File: src/cfp_defs.vh
`ifndef CFP_DEFS_VH
`define CFP_DEFS_VH

// Clock and timing
`define CFP_CLK_NS 40
`define CFP_T_NS 25000
`define CFP_T_OSC_PERIODS 64
`define CFP_OSC_DIV ((`CFP_T_NS / `CFP_T_OSC_PERIODS) / `CFP_CLK_NS)
`define CFP_HALF_T_LAST 5'h1f
`define CFP_DEB_MS 8
`define CFP_DEB_CYCLES ((`CFP_DEB_MS * 1000000) / `CFP_CLK_NS)

// Sequence marks in half-T steps
`define CFP_ACT_VCC_STEP 4'h3
`define CFP_ACT_IO_STEP 4'h8
`define CFP_ACT_RST_STEP 4'he
`define CFP_DE_CLK_STEP 4'h1
`define CFP_DE_IO_STEP 4'h2
`define CFP_DE_VCC_STEP 4'h3
`define CFP_STEP_MAX 4'hf

// Register offsets
`define CFP_ADDR_STATUS 8'h00
`define CFP_ADDR_IRQ_STATUS 8'h04
`define CFP_ADDR_IRQ_MASK 8'h08
`define CFP_ADDR_FAULT_CAUSE 8'h0c

// Event bits of irq status and mask
`define CFP_EV_INSERT 0
`define CFP_EV_EXTRACT 1
`define CFP_EV_FAULT 2
`define CFP_EV_DEACT_DONE 3
`define CFP_EV_POR 4
`define CFP_EV_W 5

// Fault cause bits
`define CFP_FC_OVERCURRENT 0
`define CFP_FC_OVERTEMP 1
`define CFP_FC_VDD_LOW 2
`define CFP_FC_VCC_RANGE 3
`define CFP_FC_REMOVED 4

// Reset values
`define CFP_IRQ_MASK_RST 5'h00
`define CFP_EV_RST 5'h00

`endif

File: src/cfp_card_ctrl.v
`timescale 1ns/1ns
`include "cfp_defs.vh"

// Contract
// - Idle session: fault/absent output follows debounced card presence.
// - Logic supply drop outside session pulses internal reset, output untouched.
// - Overcurrent and overtemperature ignored while no session is active.
// - Session fault drives output low and starts emergency deactivation.
// - After fault deactivation with request released, output shows presence.
// - Card switch debounced for about 8 ms.
// - Insertion raises output only after stable debounce interval.
// - Extraction acts on first falling switch edge, no debounce.
// - No low-power stop mode exists; only osc_fast drops, in idle.
// - Supply select high chooses 5V card supply.
// - Supply select low chooses 3V, regardless of activation.
// - Request low: supply 1.5T, data lines 4T, reset 7T.
// - Deactivation: reset, clock at 0.5T, data at T, supply 1.5T.
module cfp_card_ctrl #(
  parameter DEB_CYCLES = `CFP_DEB_CYCLES,
  parameter OSC_DIV = `CFP_OSC_DIV
) (
  // Clock and reset
  input wire pclk,
  input wire presetn,
  // APB slave
  input wire psel,
  input wire penable,
  input wire pwrite,
  input wire [7:0] paddr,
  input wire [31:0] pwdata,
  output reg [31:0] prdata,
  output wire pready,
  output wire pslverr,
  // Host lines
  input wire session_request_n,
  input wire supply_level_select,
  input wire host_reset_in,
  output wire fault_absent_n,
  // Card switch and supervisors
  input wire card_present_switch,
  input wire overcurrent,
  input wire overtemp,
  input wire vdd_low,
  input wire vcc_out_of_range,
  input wire vcc_discharged,
  // Card side controls
  output wire vcc_enable,
  output wire vcc_sel_5v,
  output wire io_enable,
  output wire card_clk_enable,
  output wire card_rst,
  output wire osc_fast,
  output wire por_pulse,
  // Interrupt
  output wire irq
);

  localparam [3:0] ST_IDLE = 4'h1;
  localparam [3:0] ST_ACT = 4'h2;
  localparam [3:0] ST_ACTIVE = 4'h4;
  localparam [3:0] ST_DEACT = 4'h8;
  localparam [31:0] OSC_DIV_W = OSC_DIV;
  localparam [7:0] OSC_LAST = OSC_DIV_W[7:0] - 8'h01;

  reg [3:0] state_ff;
  reg [3:0] nxt_state;
  reg [7:0] div_ff;
  reg [4:0] tick_ff;
  reg [3:0] step_ff;
  reg vcc_en_ff;
  reg nxt_vcc_en;
  reg io_en_ff;
  reg nxt_io_en;
  reg clk_en_ff;
  reg nxt_clk_en;
  reg rst_ff;
  reg nxt_rst;
  reg sel5_ff;
  reg off_n_ff;
  reg nxt_off_n;
  reg fault_latch_ff;
  reg vdd_low_d_ff;
  reg por_ff;
  reg present_d_ff;
  reg irq_ff;
  reg [`CFP_EV_W-1:0] ev_ff;
  reg [`CFP_EV_W-1:0] nxt_ev;
  reg [`CFP_EV_W-1:0] mask_ff;
  reg [4:0] cause_ff;
  reg [4:0] nxt_cause;

  wire present_deb;
  wire extract_pulse;
  wire in_session;
  wire removed;
  wire fault_now;
  wire osc_tick;
  wire half_t;
  wire state_change;
  wire deact_done;
  wire wr_en;
  wire rd_setup;
  wire [4:0] fault_src;

  function [4:0] w1c;
    input [4:0] cur;
    input [4:0] set;
    input clr_en;
    input [4:0] clr;
    begin
      // Hardware set beats a software clear in the same cycle
      w1c = (cur & ~(clr_en ? clr : 5'h00)) | set;
    end
  endfunction

  function mapped;
    input [7:0] addr;
    begin
      mapped = (addr == `CFP_ADDR_STATUS) ||
               (addr == `CFP_ADDR_IRQ_STATUS) ||
               (addr == `CFP_ADDR_IRQ_MASK) ||
               (addr == `CFP_ADDR_FAULT_CAUSE);
    end
  endfunction

  cfp_debounce #(
    .DEB_CYCLES(DEB_CYCLES),
    .CW(18)
  ) u_deb (
    .pclk(pclk),
    .presetn(presetn),
    .raw(card_present_switch),
    .stable(present_deb),
    .fall_pulse(extract_pulse)
  );

  // Session qualification of every fault source
  assign in_session = state_ff[1] | state_ff[2];
  assign removed = extract_pulse | ~present_deb;
  assign fault_src[`CFP_FC_OVERCURRENT] = overcurrent;
  assign fault_src[`CFP_FC_OVERTEMP] = overtemp;
  assign fault_src[`CFP_FC_VDD_LOW] = vdd_low;
  assign fault_src[`CFP_FC_VCC_RANGE] = vcc_out_of_range;
  assign fault_src[`CFP_FC_REMOVED] = removed;
  assign fault_now = in_session & (|fault_src);

  // Internal oscillator always runs; no stop state is provided
  assign osc_tick = (div_ff == OSC_LAST);
  assign half_t = osc_tick & (tick_ff == `CFP_HALF_T_LAST);
  assign state_change = (nxt_state != state_ff);
  assign deact_done = state_ff[3] & nxt_state[0];

  // Oscillator divider and half-T step counter
  always @(posedge pclk or negedge presetn) begin
    if (!presetn) begin
      div_ff <= 8'h00;
      tick_ff <= 5'h00;
      step_ff <= 4'h0;
    end else if (state_change) begin
      // Restart timing so each phase is measured from its own entry
      div_ff <= 8'h00;
      tick_ff <= 5'h00;
      step_ff <= 4'h0;
    end else begin
      div_ff <= osc_tick ? 8'h00 : div_ff + 8'h01;
      if (osc_tick) begin
        tick_ff <= tick_ff + 5'h01;
      end
      if (half_t && step_ff != `CFP_STEP_MAX) begin
        step_ff <= step_ff + 4'h1;
      end
    end
  end

  // Session sequencer
  always @* begin
    nxt_state = state_ff;
    case (state_ff)
      ST_IDLE: begin
        if (!session_request_n && present_deb && !fault_latch_ff &&
            !vdd_low) begin
          nxt_state = ST_ACT;
        end
      end
      ST_ACT: begin
        if (fault_now || session_request_n) begin
          nxt_state = ST_DEACT;
        end else if (half_t && step_ff == `CFP_ACT_RST_STEP - 4'h1) begin
          nxt_state = ST_ACTIVE;
        end
      end
      ST_ACTIVE: begin
        if (fault_now || session_request_n) begin
          nxt_state = ST_DEACT;
        end
      end
      ST_DEACT: begin
        if (step_ff >= `CFP_DE_VCC_STEP && vcc_discharged) begin
          nxt_state = ST_IDLE;
        end
      end
      default: begin
        nxt_state = ST_IDLE;
      end
    endcase
  end

  // Card contact controls
  always @* begin
    nxt_vcc_en = 1'b0;
    nxt_io_en = 1'b0;
    nxt_clk_en = 1'b0;
    nxt_rst = 1'b0;
    case (nxt_state)
      ST_ACT: begin
        nxt_vcc_en = (step_ff >= `CFP_ACT_VCC_STEP);
        nxt_io_en = (step_ff >= `CFP_ACT_IO_STEP);
        nxt_clk_en = (step_ff >= `CFP_ACT_IO_STEP);
      end
      ST_ACTIVE: begin
        nxt_vcc_en = 1'b1;
        nxt_io_en = 1'b1;
        nxt_clk_en = 1'b1;
        nxt_rst = host_reset_in;
      end
      ST_DEACT: begin
        // Reset drops first, the rest follow in half-T steps
        nxt_rst = 1'b0;
        nxt_clk_en = clk_en_ff & ~state_ff[3] |
                     clk_en_ff & (step_ff < `CFP_DE_CLK_STEP);
        nxt_io_en = io_en_ff & ~state_ff[3] |
                    io_en_ff & (step_ff < `CFP_DE_IO_STEP);
        nxt_vcc_en = vcc_en_ff & ~state_ff[3] |
                     vcc_en_ff & (step_ff < `CFP_DE_VCC_STEP);
      end
      default: begin
        nxt_vcc_en = 1'b0;
      end
    endcase
  end

  // Fault/absent output
  always @* begin
    if (fault_latch_ff || fault_now) begin
      nxt_off_n = 1'b0;
    end else if (extract_pulse) begin
      nxt_off_n = 1'b0;
    end else begin
      // Supply drop outside session does not enter here
      nxt_off_n = present_deb;
    end
  end

  always @(posedge pclk or negedge presetn) begin
    if (!presetn) begin
      state_ff <= ST_IDLE;
      vcc_en_ff <= 1'b0;
      io_en_ff <= 1'b0;
      clk_en_ff <= 1'b0;
      rst_ff <= 1'b0;
      sel5_ff <= 1'b0;
      off_n_ff <= 1'b0;
      fault_latch_ff <= 1'b0;
      vdd_low_d_ff <= 1'b0;
      por_ff <= 1'b0;
      present_d_ff <= 1'b0;
    end else begin
      state_ff <= nxt_state;
      vcc_en_ff <= nxt_vcc_en;
      io_en_ff <= nxt_io_en;
      clk_en_ff <= nxt_clk_en;
      rst_ff <= nxt_rst;
      // Level choice tracks the pin in every state
      sel5_ff <= supply_level_select;
      off_n_ff <= nxt_off_n;
      vdd_low_d_ff <= vdd_low;
      present_d_ff <= present_deb;
      por_ff <= vdd_low & ~vdd_low_d_ff & ~in_session;
      if (fault_now) begin
        fault_latch_ff <= 1'b1;
      end else if (state_ff[0] && session_request_n) begin
        // Held until the host has let go of the request
        fault_latch_ff <= 1'b0;
      end
    end
  end

  assign vcc_enable = vcc_en_ff;
  assign io_enable = io_en_ff;
  assign card_clk_enable = clk_en_ff;
  assign card_rst = rst_ff;
  assign vcc_sel_5v = sel5_ff;
  assign fault_absent_n = off_n_ff;
  assign por_pulse = por_ff;
  assign osc_fast = ~state_ff[0];

  // APB access, zero wait states
  assign pready = 1'b1;
  assign wr_en = psel & penable & pwrite;
  assign rd_setup = psel & ~penable & ~pwrite;
  assign pslverr = psel & penable & ~mapped(paddr);

  // Events and interrupt
  always @* begin
    nxt_ev = {`CFP_EV_W{1'b0}};
    nxt_ev[`CFP_EV_INSERT] = present_deb & ~present_d_ff;
    nxt_ev[`CFP_EV_EXTRACT] = extract_pulse;
    nxt_ev[`CFP_EV_FAULT] = fault_now & ~fault_latch_ff;
    nxt_ev[`CFP_EV_DEACT_DONE] = deact_done;
    nxt_ev[`CFP_EV_POR] = vdd_low & ~vdd_low_d_ff & ~in_session;
    nxt_cause = fault_now ? fault_src : 5'h00;
  end

  always @(posedge pclk or negedge presetn) begin
    if (!presetn) begin
      ev_ff <= `CFP_EV_RST;
      mask_ff <= `CFP_IRQ_MASK_RST;
      cause_ff <= 5'h00;
      irq_ff <= 1'b0;
    end else begin
      ev_ff <= w1c(ev_ff, nxt_ev,
                   wr_en && paddr == `CFP_ADDR_IRQ_STATUS, pwdata[4:0]);
      cause_ff <= w1c(cause_ff, nxt_cause,
                      wr_en && paddr == `CFP_ADDR_FAULT_CAUSE,
                      pwdata[4:0]);
      if (wr_en && paddr == `CFP_ADDR_IRQ_MASK) begin
        mask_ff <= pwdata[4:0];
      end
      irq_ff <= |(ev_ff & mask_ff);
    end
  end

  assign irq = irq_ff;

  // Read data captured in setup so it stands through the access
  always @(posedge pclk or negedge presetn) begin
    if (!presetn) begin
      prdata <= 32'h0000_0000;
    end else if (rd_setup) begin
      case (paddr)
        `CFP_ADDR_STATUS: begin
          prdata <= {23'h000000, sel5_ff, state_ff, fault_latch_ff,
                     in_session, off_n_ff, present_deb};
        end
        `CFP_ADDR_IRQ_STATUS: begin
          prdata <= {27'h0000000, ev_ff};
        end
        `CFP_ADDR_IRQ_MASK: begin
          prdata <= {27'h0000000, mask_ff};
        end
        `CFP_ADDR_FAULT_CAUSE: begin
          prdata <= {27'h0000000, cause_ff};
        end
        default: begin
          prdata <= 32'h0000_0000;
        end
      endcase
    end
  end

endmodule // cfp_card_ctrl

File: src/cfp_debounce.v
`timescale 1ns/1ns
`include "cfp_defs.vh"

module cfp_debounce #(
  parameter DEB_CYCLES = `CFP_DEB_CYCLES,
  parameter CW = 18
) (
  // Clock and reset
  input wire pclk,
  input wire presetn,
  // Switch side
  input wire raw,
  // Filtered side
  output wire stable,
  output wire fall_pulse
);

  localparam [31:0] DEB_W = DEB_CYCLES;
  localparam [CW-1:0] DEB_LAST = DEB_W[CW-1:0] - {{(CW-1){1'b0}}, 1'b1};

  reg raw_d_ff;
  reg stable_ff;
  reg [CW-1:0] cnt_ff;

  // Release acts at once, no filtering on the way out
  assign fall_pulse = raw_d_ff & ~raw;
  assign stable = stable_ff;

  always @(posedge pclk or negedge presetn) begin
    if (!presetn) begin
      raw_d_ff <= 1'b0;
      stable_ff <= 1'b0;
      cnt_ff <= {CW{1'b0}};
    end else begin
      raw_d_ff <= raw;
      if (!raw) begin
        stable_ff <= 1'b0;
        cnt_ff <= {CW{1'b0}};
      end else if (cnt_ff == DEB_LAST) begin
        stable_ff <= 1'b1;
      end else begin
        cnt_ff <= cnt_ff + {{(CW-1){1'b0}}, 1'b1};
      end
    end
  end

endmodule // cfp_debounce

File: config.mk
export PLATFORM = sky130hd
export DESIGN_NAME = cfp_card_ctrl
export DESIGN_NICKNAME = d
export VERILOG_FILES = /design/src/cfp_card_ctrl.v /design/src/cfp_debounce.v
export VERILOG_INCLUDE_DIRS = /design/src
export SDC_FILE = /design/constraint.sdc
export NUM_CORES = 1
export LEC_CHECK = 0
export BUFFER_PORTS_ARGS = -buffer_cell sky130_fd_sc_hd__buf_2
export CAP_MARGIN = 10
export CORE_MARGIN = 2
export CORE_UTILIZATION = 53
export DETAILED_ROUTE_END_ITERATION = 7
export PLACE_DENSITY = 0.79
export SLEW_MARGIN = 20
export SYNTH_ARGS = -nofsm -noshare
export SYNTH_HDL_FRONTEND = slang
export SYNTH_SLANG_ARGS = --single-unit
File: constraint.sdc
create_clock -name pclk -period 2.9 [get_ports pclk]
set_input_delay 0.29 -clock pclk [delete_from_list [all_inputs] [get_ports pclk]]
set_output_delay 0.29 -clock pclk [all_outputs]
set_load 0.05 [all_outputs]
=== Word level (Yosys, flattened, before mapping) ===
Cells that the tools add are included.

* Register bits after elaboration: 99
* Word-level logic and storage cells: 143
* Bits of input ports: 54
* Output and inout bits: 43

* Reductions and logical operators: 24
* Equal/unequal tests: 18
* Add/sub/neg operators: 4
* Multiplexer cells: 28
* Order comparisons: 5
* Bitwise operators: 42

{| class="wikitable"
|+ Operator list
! cell !! number
|-
| 2-to-1 mux 18 bit || 2
|-
| case mux 9 bit (4 select lines) || 1
|-
| 2-to-1 mux 4 bit || 7
|-
| 2-to-1 mux 5 bit || 5
|-
| == test 8 x 4 -> 1 bit (second input constant) || 3
|-
| AND 1 bit || 19
|-
| adder 18 x 1 -> 18 bit (second input constant) || 1
|-
| == test 18 bit (second input constant) || 1
|-
| 2-to-1 mux 8 bit || 2
|-
| case mux 4 bit (4 select lines) || 1
|-
| AND 5 bit || 3
|-
| == test 4 bit (second input constant) || 3
|-
| inverter 1 bit || 11
|-
| logical AND 1 bit || 10
|-
| inverter 5 bit || 2
|-
| bitwise OR 5 bit || 2
|-
| OR reduction 5 bit || 2
|-
| case mux 1 bit (3 select lines) || 3
|-
| adder 8 x 1 -> 8 bit (second input constant) || 1
|-
| == test 4 x 2 -> 1 bit (second input constant) || 2
|-
| == test 4 x 3 -> 1 bit (second input constant) || 2
|-
| == test 8 x 3 -> 1 bit (second input constant) || 1
|-
| logical NOT 8 bit || 1
|-
| less-than comparator 4 x 2 -> 1 bit (second input constant) || 2
|-
| other kinds (16) || 34
|}

=== Depth between registers and ports, before layout ===
* Depth after elaboration: 10
* Mapped depth: 9
* Gate-level depth less buffers: 8

=== Modules after synthesis ===
From an unflattened synthesis, not the netlist that was laid out.

* Cell total of the unflattened synthesis: 391
* Area total of the unflattened synthesis: 4,185.3 um^2

{| class="wikitable"
|+ By module, submodules not included
! module !! times used !! area an instance (um^2) !! cells an instance !! sequential area each (um^2)
|-
| cfp_card_ctrl || 1 || 3,170.5 || 286 || 1,402.6
|-
| cfp_debounce || 1 || 1,014.7 || 105 || 500.5
|}

=== Worst setup path before layout ===
OpenSTA, ideal clock, no wires.

* Kind: register -> register
* Start point: reg tick_ff[0]
* End point: reg div_ff[4]
* Buffers on the path: 1
* Required time: 2,829 ps
* Setup slack: 696 ps
* Cell stages (with the launch flop): 10
* Library setup time: 71 ps
* Period minus slack after synthesis: 2,204 ps
* Arrival: 2,133 ps
* Cell sequence: dfrtp_1 > ha_1 > and3_1 > ha_1 > and4_1 > and3_2 > o32ai_2 > nand4_2 > buf_6 > nor2_1

* Longest elaborated chain between the ends: 8

{| class="wikitable"
|+ Ends and longest elaborated chain
! what !! line !! text
|-
| start: declaration || cfp_card_ctrl.v:68 || <nowiki>reg [4:0] tick_ff;</nowiki>
|-
| start signal: assignment || cfp_card_ctrl.v:167 || <nowiki>tick_ff <= tick_ff + 5'h01;</nowiki>
|-
| == test 5 bit (no line) || -- ||
|-
| AND 1 bit || cfp_card_ctrl.v:149 || <nowiki>assign half_t = osc_tick & (tick_ff == `CFP_HALF_T_LAST);</nowiki>
|-
| logical AND 1 bit || cfp_card_ctrl.v:188 || <nowiki>end else if (half_t && step_ff == `CFP_ACT_RST_STEP - 4'h1) begin</nowiki>
|-
| 2-to-1 mux 4 bit || cfp_card_ctrl.v:188 ||
|-
| 2-to-1 mux 4 bit || cfp_card_ctrl.v:186 || <nowiki>if (fault_now || session_request_n) begin</nowiki>
|-
| case mux 4 bit (4 select lines) || cfp_card_ctrl.v:178 || <nowiki>case (state_ff)</nowiki>
|-
| != test 4 bit || cfp_card_ctrl.v:150 || <nowiki>assign state_change = (nxt_state != state_ff);</nowiki>
|-
| 2-to-1 mux 8 bit || cfp_card_ctrl.v:159 || <nowiki>end else if (state_change) begin</nowiki>
|-
| end signal: assignment || cfp_card_ctrl.v:165 || <nowiki>div_ff <= osc_tick ? 8'h00 : div_ff + 8'h01;</nowiki>
|-
| end: declaration || cfp_card_ctrl.v:67 || <nowiki>reg [7:0] div_ff;</nowiki>
|}

Every way passes these cells.
A chain may end at the register's enable or synchronous reset.

=== Worst setup path after layout ===
* Start point: reg tick_ff[0]
* End point: reg div_ff[2]

Same word-level chain as after synthesis.

==> flow_summary.toml <==
[placed_design]
place.gp.congestion = 0.821
io_buffers = 45
dp_hpwl_um = 5370
placed_area_um2 = 4110

[timing]
rsz0062_at_grt = "no"
period_needed_ps = 2650
worst_slew_pin_slew_ps = 758
setup_viol = 0
period_share_pct = 91.3
tns_ps = 0
slew_headroom_pct = 49.0
clock_skew_ps = 11.9
hold_violations = 0
drv_slew = 0
max_freq_mhz = 378

[cells_and_area]
syn_to_final_growth_pct = 10.3
fin_area_um2 = 4310
ff_latch_area_um2 = 1900
drive_gt1_share_pct = 20.4
num_antenna_cells = 0
multi_input_area_um2 = 1810
final_core_util_pct = 59.8
nFillCells = 600
layout.nets = 469

[detailed_routing]
dr.pass1.iters = 4
wl_per_cell_um = 15.0
wirelength_um = 7650
num_vias = 2791
via_per_inst = 5.46
drtIter0Drc = 168
drc = 0
ant_nets = 0

[clock_tree]
cts_max_level = 3
insertion_delay_ps = 340
cts_root_buffer = "clkbuf_8"
cts_sinks = 76
cts_tree = "done"
clk_pin_slew_ps = 80
clockBufferDepth = 2
cts_setup_buffers = 0
postCtsHoldBufs = 1
cts_resized = 0
cts-buffers-inserted = 9

[synthesis]
synth_compound_area_share_pct = 10.8
synth_top_family_by_area = "simple AND/OR/NAND/NOR gates"
yosys.area_share.simple_pct = 20.0
synth_edf_count = 0
synth_xor_area_share_pct = 5.60
syn_inst = 365
synth-async-reset-ratio_pct = 100
synth.avg_cell_area_um2 = 10.7
synthMuxAreaShare_pct = 4.93
synth_fa_ha_area_share_pct = 2.56
syn_area_um2 = 3910
synth_cell_types = 59
ys_ff_latch = 76
yosys_warnings = 0
synth_flop_cell = "dfrtp_1"
ys_seq_area_share_pct = 48.7

[floorplanning]
core_um2 = 7210
die_w_um = 89.9
num_rows = 31
num_io_pins = 97
die-area_um2 = 8080
initial_core_util_pct = 54.2
die_y_um = 89.9

[critical_path]
reg2reg_from = "tick_ff[0]"
regToRegSetupSlack_ps = 250
cp_max_fo = 17
rr_endpoint = "div_ff[2]"
startpoint_type = "flip-flop"
critical_path.endpoint_type = "flip-flop"
cp_data_required_time_ps = 3140
critical_path_arrival_ps = 2890
criticalPathCategory = "reg -> reg"
r2r_cells = 8

[global_routing]
antenna_found_initial = 0
grt_max_degree = 30
grt.overflow.total = 0
grt_pass1_vias = 2750
grt_use_total_pct = 19.8
grt_pass1_wl_um = 13100

[hold_path]
worstHoldPathCells = 1
worstHoldPathType = "in -> reg"
whs_endpoint = "vcc_sel_5v"
min_from = "supply_level_select"

[power_and_ir_drop]
power_uw = 2380
power_density_nw_per_um2 = 553
max-vdd-ir-drop_mv = 0.282
p_leak_uw = 0.00212

[run]
drv_cap = 0

[outcome]
outcome = "finished, final reports clean"
[cell usage in the layout (no fill, tap or decap), drive strengths merged, types with 2 or more instances in the layout]
cell type,Yosys,routed
nor4,5,5
dfrtp,75,75
xor2,10,10
nor3,12,12
mux2,5,5
a311o,2,2
nand3,10,10
nand2,32,32
nand2b,2,2
buf,28,47
clkbuf,11,12
nor3b,3,3
nand4,8,8
nor2b,4,4
mux4,5,5
a21oi,5,5
a21boi,2,2
or2,2,2
mux2i,2,2
and4,3,3
xnor2,15,15
nor2,22,22
conb,2,24
inv,10,10
and2,17,17
o31ai,2,2
a31oi,5,5
o32ai,3,3
and3,14,14
a21o,4,4
or3,2,2
a22o,15,15
clkinv,0,3
o21ai,6,6
or4b,2,2
ha,8,8
[power breakdown]
part | switching, uW | internal, uW
Sequential | 84.8 | 1150
Clock | 376 | 421
Combinational | 225 | 132
Total | 685 | 1700
[per-layer routing]
metal	GRT usage [%]	routed length, um	vias to the layer above
li1	-	-	1325
met5	0	0	-
met3	3.86	369	9
met1	26.5	3410	1382
met2	32.4	3780	75
met4	7.31	87	0
[registers in the layout, summed over array words and instances, names as in the netlist, 4 cells and up]
register      count
state_ff          4
step_ff           4
u_deb.cnt_ff     18
mask_ff           5
prdata            9
cause_ff          5
tick_ff           5
div_ff            8
ev_ff             5
[through the flow]
| step | cells | worst slack, ps | hold slack [ps] |
|---|---|---|---|
| finish | 511 | 253 | 59.1 |
| CTS | 511 | 237 | 49.1 |
| detailed placement | 494 | 287 | 301 |
| global route | 511 | 77.7 | 47.7 |
| floorplan | 387 | 696 | -5.59 |
| global placement | 494 | 350 | 284 |
[worst max path at each step]
stage | slack, ps | to | from
floorplan | 700 | div_ff[4] | tick_ff[0]
global placement | 350 | div_ff[1] | tick_ff[0]
detailed placement | 290 | div_ff[1] | tick_ff[0]
CTS | 240 | div_ff[2] | tick_ff[0]
global route | 80 | div_ff[1] | tick_ff[0]
finish | 250 | div_ff[2] | tick_ff[0]
[final cells by class]
cell class                      instances  share of cell area (%)
Clock inverter                          4                    1.13
Tap cell                               99                    2.87
Inverter                               10                   0.870
Timing Repair Buffer                   48                    5.80
Clock buffer                           12                    3.36
Multi-Input combinational cell        262                    41.9
Sequential cell                        76                    44.1
[cell families (layout without fill, tap and decap cells)]
group | after synthesis | after routing
simple gates | 141 | 141
xor+xnor | 25 | 25
mux | 12 | 12
flops | 76 | 76
compound gates | 52 | 52
fa+ha+maj | 8 | 8
buf+inv | 49 | 74
other cells | 2 | 24
[critical path, cell delays in order, from the launching register on]
cell and delay (ps):
dfrtp_1 410, ha_1 230, and3_1 190, ha_1 200, and4_1 190, and3_2 260, o32ai_2 290, nand4_2 430
nor3_1 350
[synthesized netlist by cell type (8+ instances only)]
| library cell | count | share of area (%) |
|---|---|---|
| a22o_1 | 15 | 3.4 |
| and2_1 | 16 | 2.6 |
| and3_1 | 12 | 1.9 |
| buf_4 | 24 | 4.6 |
| clkbuf_1 | 11 | 1.1 |
| dfrtp_1 | 75 | 48 |
| ha_1 | 8 | 2.6 |
| inv_1 | 10 | 0.96 |
| nand2_1 | 32 | 3.1 |
| nand3_1 | 10 | 1.3 |
| nor2_1 | 22 | 2.1 |
| nor3_1 | 12 | 1.5 |
| xnor2_1 | 15 | 3.4 |
| xor2_1 | 10 | 2.2 |
Power figures use the tool's default switching activity.
